File: src/design/rtc_defs.vh
`ifndef RTC_DEFS_VH
`define RTC_DEFS_VH

// datapath geometry (256-bit streams, eight dwords a beat)
`define RTC_DW          256
`define RTC_NDW         8
`define RTC_TAGS        64
`define RTC_TAG_W       6
`define RTC_CNT_W       7

// completion descriptor layout
`define RTC_DESC_W      96
`define RTC_DESC_DWORDS 4'h3
`define RTC_D_ERR_LO    12
`define RTC_D_BC_LO     16
`define RTC_D_DONE      30
`define RTC_D_DWC_LO    32
`define RTC_D_TAG_LO    64
`define RTC_ERR_NORMAL  4'h0
`define RTC_ERR_BADTAG  4'h6

// request sideband layout
`define RTC_SB_W        8
`define RTC_SB_OFF_LO   0
`define RTC_SB_SEQ_LO   3
`define RTC_SB_SEQ_VLD  7

// register map (word offsets, matched against address bits 7:2)
`define RTC_REG_CTRL    6'h00
`define RTC_REG_CRED    6'h01
`define RTC_REG_STATUS  6'h02
`define RTC_CTRL_USER_TAG 0
`define RTC_CTRL_RC_AA  1
`define RTC_CTRL_RQ_AA  2

// reset values
`define RTC_CRED_HDR_RST  8'h20
`define RTC_CRED_DATA_RST 8'h40

`endif

File: src/design/rtc_top.v
// Contract
// internal tags are the default mode
// hand each non-posted request a free tag
// user records each received tag
// stall non-posted requests at 64 outstanding
// external mode: user picks unique tags
// external mode: track, never check uniqueness/fullness
// one-cycle tag strobe with tag valid
// tags reported in request order, lag allowed
// free tag when final completion beat accepted
// hold non-posted without credit or tag
// two-bit non-posted credit availability codes
// credit outputs lag consumption by two cycles
// user subtracts credits sent last two cycles
// forward requests to link in order
// posted token valid in first beat
// pulse token once posted cannot be passed
// each completion is packet with descriptor
// dword mode: payload right after descriptor
// aligned mode: next beat at stored offset
// completion alignment needs request alignment too
// 12-byte descriptor in first beat
// each split completion its own packet
// 64-entry table matched by 6-bit tag
// bit 30 marks a request's last completion
// all tags free before first request
`include "rtc_defs.vh"

module rtc_top #(
  parameter user_tag_select_param = 0
) (
  // clock and reset
  input  wire                     clk,
  input  wire                     rst_b,
  // register bus
  input  wire [7:0]               avs_address,
  input  wire                     avs_read,
  input  wire                     avs_write,
  input  wire [31:0]              avs_writedata,
  output reg  [31:0]              avs_readdata,
  output reg                      avs_waitrequest,
  // request stream from user
  input  wire                     rq_valid,
  input  wire [`RTC_DW-1:0]       rq_data,
  input  wire                     rq_last,
  input  wire                     rq_np,
  input  wire                     rq_has_data,
  input  wire [`RTC_TAG_W-1:0]    rq_ext_tag,
  input  wire [`RTC_SB_W-1:0]     request_sideband,
  output reg                      request_stream_accept,
  // tag and credit reports
  output reg  [`RTC_TAG_W-1:0]    allocated_tag_out,
  output reg                      allocated_tag_strobe,
  output reg  [1:0]               np_header_credit_avail,
  output reg  [1:0]               np_data_credit_avail,
  output reg  [3:0]               posted_order_token_out,
  output reg                      posted_order_token_strobe,
  // requests toward the link
  output reg                      lnk_tx_valid,
  input  wire                     lnk_tx_ready,
  output reg  [`RTC_DW-1:0]       lnk_tx_data,
  output reg                      lnk_tx_first,
  output reg                      lnk_tx_last,
  output reg                      lnk_tx_np,
  output reg  [`RTC_TAG_W-1:0]    lnk_tx_tag,
  input  wire                     lnk_np_hdr_ret,
  input  wire                     lnk_np_data_ret,
  // completions from the link
  input  wire                     lnk_cpl_valid,
  output reg                      lnk_cpl_ready,
  input  wire                     lnk_cpl_sop,
  input  wire [`RTC_DESC_W-1:0]   lnk_cpl_desc,
  input  wire [`RTC_DW-1:0]       lnk_cpl_data,
  input  wire [3:0]               lnk_cpl_dws,
  input  wire                     lnk_cpl_eop,
  // completion stream to user
  output reg                      rc_valid,
  input  wire                     rc_ready,
  output reg  [`RTC_DW-1:0]       rc_data,
  output reg  [`RTC_NDW-1:0]      rc_keep,
  output reg                      rc_last,
  output reg                      rc_sof
);

  localparam [2:0] ST_HDR   = 3'b001;
  localparam [2:0] ST_DATA  = 3'b010;
  localparam [2:0] ST_FLUSH = 3'b100;

  function [`RTC_NDW-1:0] keep_of;
    input [3:0] n;
    reg   [15:0] t;
    begin
      t = (16'h0001 << n) - 16'h0001;
      keep_of = t[`RTC_NDW-1:0];
    end
  endfunction

  function [1:0] enc_cred;
    input [7:0] c;
    begin
      enc_cred = (c > 8'h02) ? 2'b11 : c[1:0];
    end
  endfunction

  // control registers
  reg                    user_tag_q;
  reg                    rc_aa_q;
  reg                    rq_aa_q;
  reg  [7:0]             hdr_cnt_q;
  reg  [7:0]             dat_cnt_q;
  wire                   rc_aa = rc_aa_q & rq_aa_q;

  // tag store
  reg  [`RTC_TAG_W-1:0]  free_mem [0:`RTC_TAGS-1];
  reg  [2:0]             off_mem  [0:`RTC_TAGS-1];
  reg  [`RTC_TAGS-1:0]   busy_q;
  reg  [`RTC_CNT_W-1:0]  rd_ptr_q;
  reg  [`RTC_CNT_W-1:0]  wr_ptr_q;
  reg  [`RTC_CNT_W-1:0]  out_cnt_q;
  reg                    init_q;
  wire [`RTC_CNT_W-1:0]  free_cnt = wr_ptr_q - rd_ptr_q;
  wire [`RTC_TAG_W-1:0]  head_tag = free_mem[rd_ptr_q[5:0]];

  // request side
  reg                    in_pkt_q;
  reg  [3:0]             pkt_seq_q;
  reg                    pkt_seq_vld_q;
  reg                    tx_seq_vld_q;
  wire                   rq_take = rq_valid & request_stream_accept;
  wire                   np_take = rq_take & ~in_pkt_q & rq_np;
  wire [`RTC_TAG_W-1:0]  np_tag = user_tag_q ? rq_ext_tag : head_tag;
  wire                   tx_take = lnk_tx_valid & lnk_tx_ready;

  // completion side
  reg  [2:0]             st_q;
  reg  [`RTC_DW-1:0]     carry_q;
  reg  [3:0]             cnt_q;
  reg                    sof_pend_q;
  reg                    done_q;
  reg  [`RTC_TAG_W-1:0]  cpl_tag_q;
  reg                    rc_rel_q;
  reg  [`RTC_TAG_W-1:0]  rc_rel_tag_q;
  wire                   out_free = ~rc_valid | rc_ready;
  wire                   cpl_take = lnk_cpl_valid & lnk_cpl_ready;
  wire                   rel = rc_valid & rc_ready & rc_last & rc_rel_q;

  // free list refill, init fills all 64 tags
  always @(posedge clk or negedge rst_b)
  begin
    if (!rst_b)
    begin
      init_q   <= 1'b1;
      wr_ptr_q <= {`RTC_CNT_W{1'b0}};
      rd_ptr_q <= {`RTC_CNT_W{1'b0}};
    end
    else
    begin
      if (init_q)
      begin
        free_mem[wr_ptr_q[5:0]] <= wr_ptr_q[5:0];
        wr_ptr_q <= wr_ptr_q + 7'h01;
        if (wr_ptr_q == 7'h3f)
          init_q <= 1'b0;
      end
      else if (rel && !user_tag_q)
      begin
        free_mem[wr_ptr_q[5:0]] <= rc_rel_tag_q;
        wr_ptr_q <= wr_ptr_q + 7'h01;
      end
      if (np_take && !user_tag_q)
        rd_ptr_q <= rd_ptr_q + 7'h01;
    end
  end

  // outstanding table
  always @(posedge clk or negedge rst_b)
  begin
    if (!rst_b)
    begin
      busy_q    <= {`RTC_TAGS{1'b0}};
      out_cnt_q <= {`RTC_CNT_W{1'b0}};
    end
    else
    begin
      if (rel)
        busy_q[rc_rel_tag_q] <= 1'b0;
      if (np_take)
      begin
        busy_q[np_tag] <= 1'b1;
        off_mem[np_tag] <= request_sideband[`RTC_SB_OFF_LO+:3];
      end
      out_cnt_q <= out_cnt_q + {6'h00, np_take} - {6'h00, rel};
    end
  end

  // credit counters and two-stage availability
  reg  [7:0]  hdr_nx;
  reg  [7:0]  dat_nx;
  wire        cred_wr = avs_write & ~avs_waitrequest & (avs_address[7:2] == `RTC_REG_CRED);
  always @*
  begin
    hdr_nx = hdr_cnt_q + {7'h00, lnk_np_hdr_ret} - {7'h00, np_take};
    dat_nx = dat_cnt_q + {7'h00, lnk_np_data_ret} - {7'h00, np_take & rq_has_data};
  end

  always @(posedge clk or negedge rst_b)
  begin
    if (!rst_b)
    begin
      hdr_cnt_q              <= `RTC_CRED_HDR_RST;
      dat_cnt_q              <= `RTC_CRED_DATA_RST;
      np_header_credit_avail <= 2'b00;
      np_data_credit_avail   <= 2'b00;
    end
    else
    begin
      hdr_cnt_q <= cred_wr ? avs_writedata[7:0] : hdr_nx;
      dat_cnt_q <= cred_wr ? avs_writedata[15:8] : dat_nx;
      np_header_credit_avail <= enc_cred(hdr_cnt_q);
      np_data_credit_avail   <= enc_cred(dat_cnt_q);
    end
  end

  // request acceptance: registered ready, one beat held in the link stage
  // trades half throughput for a flop-driven ready
  wire tags_ok = user_tag_q | (free_cnt > {6'h00, np_take});
  wire cred_ok = (hdr_nx != 8'h00) & (dat_nx != 8'h00);
  wire tx_empty_nx = (~lnk_tx_valid | lnk_tx_ready) & ~rq_take;
  wire in_pkt_nx = rq_take ? ~rq_last : in_pkt_q;
  wire gate_ok = in_pkt_nx | (rq_valid & ~rq_np & ~rq_take) | (tags_ok & cred_ok);

  always @(posedge clk or negedge rst_b)
  begin
    if (!rst_b)
    begin
      request_stream_accept <= 1'b0;
      in_pkt_q              <= 1'b0;
      lnk_tx_valid          <= 1'b0;
      lnk_tx_data           <= {`RTC_DW{1'b0}};
      lnk_tx_first          <= 1'b0;
      lnk_tx_last           <= 1'b0;
      lnk_tx_np             <= 1'b0;
      lnk_tx_tag            <= {`RTC_TAG_W{1'b0}};
      pkt_seq_q             <= 4'h0;
      pkt_seq_vld_q         <= 1'b0;
      tx_seq_vld_q          <= 1'b0;
      allocated_tag_out     <= {`RTC_TAG_W{1'b0}};
      allocated_tag_strobe  <= 1'b0;
      posted_order_token_out    <= 4'h0;
      posted_order_token_strobe <= 1'b0;
    end
    else
    begin
      request_stream_accept <= ~init_q & tx_empty_nx & gate_ok;
      in_pkt_q <= in_pkt_nx;
      if (tx_take)
        lnk_tx_valid <= 1'b0;
      if (rq_take)
      begin
        lnk_tx_valid <= 1'b1;
        lnk_tx_data  <= rq_data;
        lnk_tx_first <= ~in_pkt_q;
        lnk_tx_last  <= rq_last;
        lnk_tx_np    <= rq_np;
        if (!in_pkt_q)
        begin
          lnk_tx_tag    <= np_tag;
          pkt_seq_q     <= request_sideband[`RTC_SB_SEQ_LO+:4];
          pkt_seq_vld_q <= request_sideband[`RTC_SB_SEQ_VLD] & ~rq_np;
          tx_seq_vld_q  <= request_sideband[`RTC_SB_SEQ_VLD] & ~rq_np;
        end
        else
          tx_seq_vld_q  <= pkt_seq_vld_q;
      end
      allocated_tag_strobe <= np_take & ~user_tag_q;
      if (np_take && !user_tag_q)
        allocated_tag_out <= head_tag;
      // past the link hand-off nothing behind can overtake it
      posted_order_token_strobe <= tx_take & lnk_tx_last & tx_seq_vld_q;
      if (tx_take && lnk_tx_last && tx_seq_vld_q)
        posted_order_token_out <= pkt_seq_q;
    end
  end

  // completion framing
  wire [`RTC_TAG_W-1:0] h_tag = lnk_cpl_desc[`RTC_D_TAG_LO+:`RTC_TAG_W];
  wire [12:0]           h_bc  = lnk_cpl_desc[`RTC_D_BC_LO+:13];
  wire [10:0]           h_dwc = lnk_cpl_desc[`RTC_D_DWC_LO+:11];
  wire [3:0]            h_err = lnk_cpl_desc[`RTC_D_ERR_LO+:4];
  wire                  h_hit = busy_q[h_tag];
  wire [3:0]            h_err_o = (h_hit || h_err != `RTC_ERR_NORMAL) ? h_err : `RTC_ERR_BADTAG;
  wire                  h_done = h_hit & ((h_err != `RTC_ERR_NORMAL) | ({h_dwc, 2'b00} >= h_bc));
  wire [`RTC_DW-1:0]    h_desc = {160'h0, lnk_cpl_desc[95:31], h_done,
                                  lnk_cpl_desc[29:16], h_err_o, lnk_cpl_desc[11:0]};

  wire [`RTC_NDW-1:0]   in_keep = keep_of(lnk_cpl_dws);
  wire [`RTC_DW-1:0]    in_mask;
  genvar g;
  generate
    for (g = 0; g < `RTC_NDW; g = g + 1)
    begin : g_mask
      assign in_mask[g*32+:32] = {32{in_keep[g]}};
    end
  endgenerate

  wire [2*`RTC_DW-1:0]  merged = {`RTC_DW'h0, carry_q} |
                                 ({`RTC_DW'h0, lnk_cpl_data & in_mask} << {cnt_q, 5'b00000});
  wire [4:0]            total = {1'b0, cnt_q} + {1'b0, lnk_cpl_dws};

  always @*
  begin
    case (st_q)
      ST_HDR:   lnk_cpl_ready = out_free;
      ST_DATA:  lnk_cpl_ready = out_free;
      ST_FLUSH: lnk_cpl_ready = 1'b0;
      default:  lnk_cpl_ready = 1'b0;
    endcase
  end

  always @(posedge clk or negedge rst_b)
  begin
    if (!rst_b)
    begin
      st_q         <= ST_HDR;
      carry_q      <= {`RTC_DW{1'b0}};
      cnt_q        <= 4'h0;
      sof_pend_q   <= 1'b0;
      done_q       <= 1'b0;
      cpl_tag_q    <= {`RTC_TAG_W{1'b0}};
      rc_valid     <= 1'b0;
      rc_data      <= {`RTC_DW{1'b0}};
      rc_keep      <= {`RTC_NDW{1'b0}};
      rc_last      <= 1'b0;
      rc_sof       <= 1'b0;
      rc_rel_q     <= 1'b0;
      rc_rel_tag_q <= {`RTC_TAG_W{1'b0}};
    end
    else
    begin
      if (rc_valid && rc_ready)
        rc_valid <= 1'b0;
      case (st_q)
        ST_HDR:
        begin
          if (cpl_take && lnk_cpl_sop)
          begin
            done_q    <= h_done;
            cpl_tag_q <= h_tag;
            if (h_dwc == 11'h000 || rc_aa)
            begin
              // descriptor alone in the first beat
              rc_valid     <= 1'b1;
              rc_data      <= h_desc;
              rc_keep      <= keep_of(`RTC_DESC_DWORDS);
              rc_sof       <= 1'b1;
              rc_last      <= (h_dwc == 11'h000);
              rc_rel_q     <= h_done & (h_dwc == 11'h000);
              rc_rel_tag_q <= h_tag;
              carry_q      <= {`RTC_DW{1'b0}};
              cnt_q        <= {1'b0, off_mem[h_tag]};
              sof_pend_q   <= 1'b0;
              if (h_dwc != 11'h000)
                st_q <= ST_DATA;
            end
            else
            begin
              carry_q    <= h_desc;
              cnt_q      <= `RTC_DESC_DWORDS;
              sof_pend_q <= 1'b1;
              st_q       <= ST_DATA;
            end
          end
        end
        ST_DATA:
        begin
          if (cpl_take)
          begin
            if (total >= 5'h08 || lnk_cpl_eop)
            begin
              rc_valid     <= 1'b1;
              rc_data      <= merged[`RTC_DW-1:0];
              rc_sof       <= sof_pend_q;
              rc_rel_tag_q <= cpl_tag_q;
              sof_pend_q   <= 1'b0;
              carry_q      <= merged[2*`RTC_DW-1:`RTC_DW];
              if (total > 5'h08)
              begin
                rc_keep  <= {`RTC_NDW{1'b1}};
                rc_last  <= 1'b0;
                rc_rel_q <= 1'b0;
                cnt_q    <= total[3:0] - 4'h8;
                if (lnk_cpl_eop)
                  st_q <= ST_FLUSH;
              end
              else
              begin
                rc_keep  <= (total == 5'h08) ? {`RTC_NDW{1'b1}} : keep_of(total[3:0]);
                rc_last  <= lnk_cpl_eop;
                rc_rel_q <= lnk_cpl_eop & done_q;
                cnt_q    <= 4'h0;
                if (lnk_cpl_eop)
                  st_q <= ST_HDR;
              end
            end
            else
            begin
              carry_q <= merged[`RTC_DW-1:0];
              cnt_q   <= total[3:0];
            end
          end
        end
        ST_FLUSH:
        begin
          if (out_free)
          begin
            rc_valid     <= 1'b1;
            rc_data      <= carry_q;
            rc_keep      <= keep_of(cnt_q);
            rc_sof       <= 1'b0;
            rc_last      <= 1'b1;
            rc_rel_q     <= done_q;
            rc_rel_tag_q <= cpl_tag_q;
            cnt_q        <= 4'h0;
            st_q         <= ST_HDR;
          end
        end
        default:
          st_q <= ST_HDR;
      endcase
    end
  end

  // register bus: one wait cycle, then answer
  always @(posedge clk or negedge rst_b)
  begin
    if (!rst_b)
    begin
      avs_waitrequest <= 1'b1;
      avs_readdata    <= 32'h0000_0000;
      user_tag_q      <= 1'b0;
      rc_aa_q         <= 1'b0;
      rq_aa_q         <= 1'b0;
    end
    else
    begin
      avs_waitrequest <= ~((avs_read | avs_write) & avs_waitrequest);
      if (!avs_waitrequest && avs_write && avs_address[7:2] == `RTC_REG_CTRL)
      begin
        user_tag_q <= avs_writedata[`RTC_CTRL_USER_TAG];
        rc_aa_q    <= avs_writedata[`RTC_CTRL_RC_AA];
        rq_aa_q    <= avs_writedata[`RTC_CTRL_RQ_AA];
      end
      if (init_q)
        user_tag_q <= (user_tag_select_param != 0);
      case (avs_address[7:2])
        `RTC_REG_CTRL:   avs_readdata <= {29'h0, rq_aa_q, rc_aa_q, user_tag_q};
        `RTC_REG_CRED:   avs_readdata <= {16'h0, dat_cnt_q, hdr_cnt_q};
        `RTC_REG_STATUS: avs_readdata <= {dat_cnt_q, hdr_cnt_q, ~init_q, free_cnt,
                                          1'b0, out_cnt_q};
        default:         avs_readdata <= 32'h0000_0000;
      endcase
    end
  end

endmodule

File: config.mk
export PLATFORM = sky130hd
export DESIGN_NAME = rtc_top
export DESIGN_NICKNAME = d
export VERILOG_FILES = /design/src/design/rtc_top.v
export VERILOG_INCLUDE_DIRS = /design/src /design/src/design
export SDC_FILE = /design/constraint.sdc
export NUM_CORES = 2
export LEC_CHECK = 0
export BUFFER_PORTS_ARGS = -buffer_cell sky130_fd_sc_hd__buf_4
export CORE_AREA = 2 2 499 501
export CTS_CLUSTER_SIZE = 28
export DETAILED_ROUTE_END_ITERATION = 12
export DIE_AREA = 0 0 501 503
export SLEW_MARGIN = 15
export SYNTH_ARGS = -nofsm -noshare
export SYNTH_HDL_FRONTEND = slang
export SYNTH_SLANG_ARGS = --single-unit
File: constraint.sdc
create_clock -name clk -period 4.7 [get_ports clk]
set_clock_uncertainty 0.15 [all_clocks]
set_input_delay 0.705 -clock clk [delete_from_list [all_inputs] [get_ports clk]]
set_output_delay 0.705 -clock clk [all_outputs]
set_load 0.05 [all_outputs]
## Word level (Yosys, flattened, before mapping)

Memory sizes are Yosys's and may differ from the RTL's.
Cells that the tools add are included.

| storage, ports and cells | value |
|---|---|
| flip-flop bits (word level) | 972 |
| memories | 2 |
| logic and storage cells | 281 |
| input bits | 681 |
| memory bits (writable) | 576 |

Memory list:

| name | words | bits a word | read ports | clocked after Yosys merged registers in | write ports | RTL line | text |
|---|---|---|---|---|---|---|---|
| free_mem | 64 | 6 | 1 | 0 | 1 | rtc_top.v:114 | `` reg [`RTC_TAG_W-1:0] free_mem [0:`RTC_TAGS-1]; `` |
| off_mem | 64 | 3 | 1 | 0 | 1 | rtc_top.v:115 | `` reg [2:0] off_mem [0:`RTC_TAGS-1]; `` |

| cells by class | value |
|---|---|
| order comparisons | 11 |
| mux-type cells | 108 |
| bitwise gates (word level) | 50 |
| equal/unequal tests | 14 |
| reduce and logical (&&, ||, !) cells | 37 |
| $add $sub $neg | 14 |
| shift operators | 4 |

Operators by type and width:

| kind | number |
|---|---|
| $mux W256 | 8 |
| $pmux W256 S3 | 1 |
| $or A256 B512 Y512 | 1 |
| $pmux W256 S2 | 1 |
| $shl A256 B9 Y512 | 1 |
| $and A256 B256 Y256 | 1 |
| $mux W64 | 2 |
| $mux W96 | 1 |
| $pmux W32 S3 | 1 |
| $mux W8 | 9 |
| $and A64 B64 Y64 | 1 |
| $not A64 Y64 | 1 |
| $or A64 B64 Y64 | 1 |
| $mux W1 | 46 |
| $mux W6 | 7 |
| $mux W3 | 10 |
| $and A1 B1 Y1 | 27 |
| $mux W4 | 6 |
| $pmux W8 S3 | 1 |
| $shl A1 B4 Y8 const A | 3 |
| $sub A8 B1 Y8 const B | 3 |
| $lt A6 B7 Y1 const B | 3 |
| $pmux W6 S3 | 1 |
| $add A8 B1 Y8 | 2 |
| other kinds (47) | 100 |

## Logic depth before layout (Yosys ltp)

| logic depth | value |
|---|---|
| depth in word-level cells | 10 |
| mapped depth | 16 |
| gate-level depth less buffers | 16 |

## Least setup slack after synthesis

Ideal clock, no wire load.

| timing | value |
|---|---|
| kind | input-to-reg |
| from | input port rc_ready |
| to | memory free_mem[0][0] in the netlist's numbering, data pin |
| cell stages on the path | 3 |
| required time | 3,848 ps |
| path slack | 308 ps |
| arrival | 3,540 ps |
| library setup time | 702 ps |
| buffers on the path | 0 |
| cells stage by stage | nand4_1 nor4b_1 o21ai_0 |

| between the ends | value |
|---|---|
| longest elaborated chain between the ends | 9 |

RTL lines:

| what | RTL line | text |
|---|---|---|
| start: declaration | rtc_top.v:78 | `input wire rc_ready,` |
| $and A1 B1 Y1 (3 in a row) | rtc_top.v:145 | `wire rel = rc_valid & rc_ready & rc_last & rc_rel_q;` |
| $logic_and A1 B1 Y1 | rtc_top.v:165 | `else if (rel && !user_tag_q)` |
| $mux W1 | rtc_top.v:165 |  |
| $mux W1 | rtc_top.v:158 | `if (init_q)` |
| $logic_and A1 B1 Y1 (not written as such) | rtc_top.v:167 | `free_mem[wr_ptr_q[5:0]] <= rc_rel_tag_q;` |
| $mux W1 (not written as such) | rtc_top.v:167 |  |
| $mux W6 (no line) | -- |  |
| end: declaration | rtc_top.v:114 |  |

No other way between the ends.

## Worst setup path in the final report

| timing | value |
|---|---|
| from | register rd_ptr_q[1] |
| to | memory off_mem[31][1] (enable) |

| between the ends | value |
|---|---|
| longest elaborated chain between the ends | 2 |

RTL lines:

| what | RTL line | text |
|---|---|---|
| start: declaration | rtc_top.v:117 | `` reg [`RTC_CNT_W-1:0] rd_ptr_q; `` |
| start signal: assignment | rtc_top.v:154 | `` rd_ptr_q <= {`RTC_CNT_W{1'b0}}; `` |
| start signal: assignment | rtc_top.v:171 | `rd_ptr_q <= rd_ptr_q + 7'h01;` |
| $mem_v2 Z64 W6 | -- |  |
| $mux W6 | rtc_top.v:131 | `` wire [`RTC_TAG_W-1:0] np_tag = user_tag_q ? rq_ext_tag : head_tag; `` |
| end: declaration | rtc_top.v:115 |  |

No other way between the ends.

==> results_dict.tcl <==
set metrics [dict create \
    status "finished clean" \
    path_clk_slew_ps 60 \
    syn2layout_area_growth_pct 32.4 \
    drv_slew 0 \
    relSlewSlack_pct 17.4 \
    finalCritPeriodShare_pct 88.9 \
    multi_input_area_sq_um 33400 \
    fin_nets 9514 \
    synth_top_area_cell "dfrtp_1" \
    start_util_pct 31.4 \
    hpwlAfterDp_um 327000 \
    synthCells 7169 \
    port_buffers 1245 \
    dr_total_vias 72900 \
    r2r_cells 11 \
    drt_pass1_iterations 8 \
    die_area_sq_um 252000 \
    rsz0062_at_grt "no" \
    antenna_found_initial 91 \
    power_density_nw_per_um2 621 \
    fin_tns_setup_ps 0 \
    syn-num-nets 7917 \
    critical_path_arrival_ps 4570 \
    synth_edf_count 576 \
    cts_tree "done" \
    peakVddDrop_mv 0.497 \
    numCtsBuffers 178 \
    synth_top_area_share_pct 31.2 \
    syn_area_sq_um 77600 \
    wl_met3_um 41900 \
    cts_sinks 1548 \
    die_y_um 503 \
    overflow 0 \
    clkLatencyLatePin_ps 860 \
    hp-class "in -> reg" \
    route.detailed.drc 0 \
    htree_levels 4 \
    async_reset_ff_share_pct 62.8 \
    worstMarginPinSlew_ps 1230 \
    drt_wl_total_um 430000 \
    dpl_cell_area_sq_um 93600 \
    whs_path_depth 3 \
    yosysMostFrequentCell "dfrtp_1" \
    fmax_ghz 0.239 \
    wl_met1_um 170000 \
    gp_congestion 1.04 \
    drv_cap 0 \
    crit_slowest_cell "dfrtp_1" \
    root_buffer "clkbuf_16" \
    nFillCells 23700 \
    startpoint_type "flip-flop" \
    core-area_sq_um 247000 \
    finalHoldViolations 0 \
    path_max_fanout 15 \
    wl_per_cell_um 35.3 \
    drive_gt1_share_pct 29.8 \
    max_stage_delay_ps 810 \
    top_layer_used "met5" \
    path_class "reg -> reg" \
    synth.ff_latch_count 1548 \
    grt_usage_pct 32.9 \
    top_level_ports 1265 \
    cts.path.max_buffers 3 \
    fin_area_sq_um 103000 \
    regArea_sq_um 41600 \
    grt_max_degree 141 \
    chipWidth_um 501 \
    finalSetupViolCount 0 \
    synth_area_leaders "dfrtp_1 31%, edfxtp_1 22%, mux4_2 4.8%" \
    syn_area_per_cell_sq_um 10.8 \
    synth_common_cells "967 x dfrtp_1, 737 x nor2_1, 701 x o21ai_0, 648 x nand2_1, 576 x edfxtp_1" \
    synth_warnings 0 \
    p_leak_uw 0.0414 \
    grt_pass1_vias 69500 \
    crit_chain "buf_4, nand3_1, buf_4, o221ai_1, a211oi_1, buf_4, o31a_1, a21o_1, nor3_1, and2_1, and2_1" \
    drt_first_iter_violations 9589 \
    postRouteAntennaNets 0 \
    synth_ff_type "dfrtp_1" \
    viasPerCell 5.98 \
    grt_pass1_wl_um 580000 \
    ys_seq_area_share_pct 53.6 \
    crit_required_ps 5090 \
    netlist-cell-type-count 89 \
    min_period_ps 4180 \
    row_count 183 \
    wl_met2_um 190000 \
    path_common_cell "buf_4" \
    endpoint_kind "flip-flop" \
]
[registers in the layout, summed over array words and instances (netlist names), 7 cells and up]
| signal | count |
|---|---|
| free_mem | 384 |
| lnk_tx_data | 256 |
| off_mem | 192 |
| carry_q | 256 |
| dat_cnt_q | 8 |
| wr_ptr_q | 7 |
| busy_q | 64 |
| out_cnt_q | 7 |
| rd_ptr_q | 7 |
| avs_readdata | 32 |
| rc_keep | 8 |
| rc_data | 256 |
| hdr_cnt_q | 8 |
[through the flow]
| stage | hold WS, ps | cells | utilization [%] | setup slack [ps] | total power (uW) |
|---|---|---|---|---|---|
| after CTS | 2.50 | 12200 | 41.5 | 532 | 63600 |
| after floorplan | 259 | 7169 | - | 308 | 35700 |
| final | 47.9 | 12200 | 41.6 | 522 | 63800 |
| after global placement | 305 | 11500 | 37.9 | -42.4 | 48000 |
| after detailed placement | 310 | 11500 | 37.9 | -7.87 | 48300 |
| after global routing | 10.3 | 12200 | 41.6 | 396 | 65900 |
[worst max-delay path, delay by kind of cell, from the launching register on]
family	cells	cell delay, ps
flops	1	810
compound gates	4	1030
buf+inv	3	680
simple gates	4	1200
[report_power, final]
| part | switching [uW] | total, uW | internal [uW] | leakage (uW) |
|---|---|---|---|---|
| Clock | 6340 | 15000 | 8700 | 0.00301 |
| Combinational | 20200 | 29600 | 9440 | 0.0219 |
| Sequential | 2470 | 19200 | 16700 | 0.0166 |
| Total | 29000 | 63800 | 34800 | 0.0414 |
[cells by family (layout without fill, tap and decap cells)]
kind of cell / Yosys count / in the layout / synth area share (%)
AO/OA/AOI/OAI: 2383 / 2383 / 20.1
AND/OR/NAND/NOR: 1843 / 1843 / 10.5
flip-flops: 1548 / 1548 / 53.6
buffers and inverters: 721 / 2471 / 3.70
multiplexers: 566 / 566 / 10.5
adder cells (fa/ha/maj): 67 / 67 / 1.13
XOR/XNOR: 41 / 41 / 0.463
other: 0 / 38 / 0
[cell usage in the layout, fill, tap and decap left out, types with 157 or more instances in the layout]
| cell type | Yosys | routed |
|---|---|---|
| a21oi_1 | 469 | 467 |
| a221oi_1 | 157 | 157 |
| buf_4 | 8 | 1731 |
| clkbuf_16 | 0 | 181 |
| dfrtp_1 | 967 | 961 |
| dlygate4sd3_1 | 0 | 276 |
| edfxtp_1 | 576 | 576 |
| mux2_2 | 329 | 326 |
| mux4_2 | 166 | 166 |
| nand2_1 | 648 | 645 |
| nor2_1 | 737 | 725 |
| o21ai_0 | 701 | 696 |
[final timing paths]
check                                               from  slack, ps                               endpoint
worst max-delay path             rd_ptr_q[1]$_DFFE_PN0P_        520               off_mem[31][1]$_DFFE_PP_
worst max register to register   rd_ptr_q[1]$_DFFE_PN0P_        520               off_mem[31][1]$_DFFE_PP_
min in group asynchronous                          rst_b        420                 hdr_cnt_q[2]$_DFF_PN0_
max in group asynchronous                          rst_b       2020               rc_data[212]$_DFFE_PN0P_
worst min register to register  pkt_seq_q[2]$_DFFE_PN0N_        320  posted_order_token_out[2]$_DFFE_PN0P_
worst min-delay path                    lnk_cpl_desc[59]         50                carry_q[59]$_DFFE_PN0P_
[area by class of cell]
type                    instances  area share, %
diodes                         38         0.0926
clock buffers                 232           4.76
clock inverters               101           1.34
inverters                      66          0.251
multi-input cells            4900           32.5
flip-flops and latches       1548           40.5
well taps                    3237           3.94
repair buffers               2072           16.6
[per-layer routing]
metal,vias to the layer above,GRT usage [%]
met3,889,8.57
met2,4465,49.8
li1,30300,-
met1,37200,42.6
met5,-,0
met4,48,18.8
[what timing repair did]
| item | in CTS | in global routing |
|---|---|---|
| setup buffers | 0 | 0 |
| gates resized for setup | 0 | 0 |
| hold endpoints to repair | 314 | 0 |
| hold buffers | 276 | 0 |
Note: power is estimated with default switching activity, not from simulation.
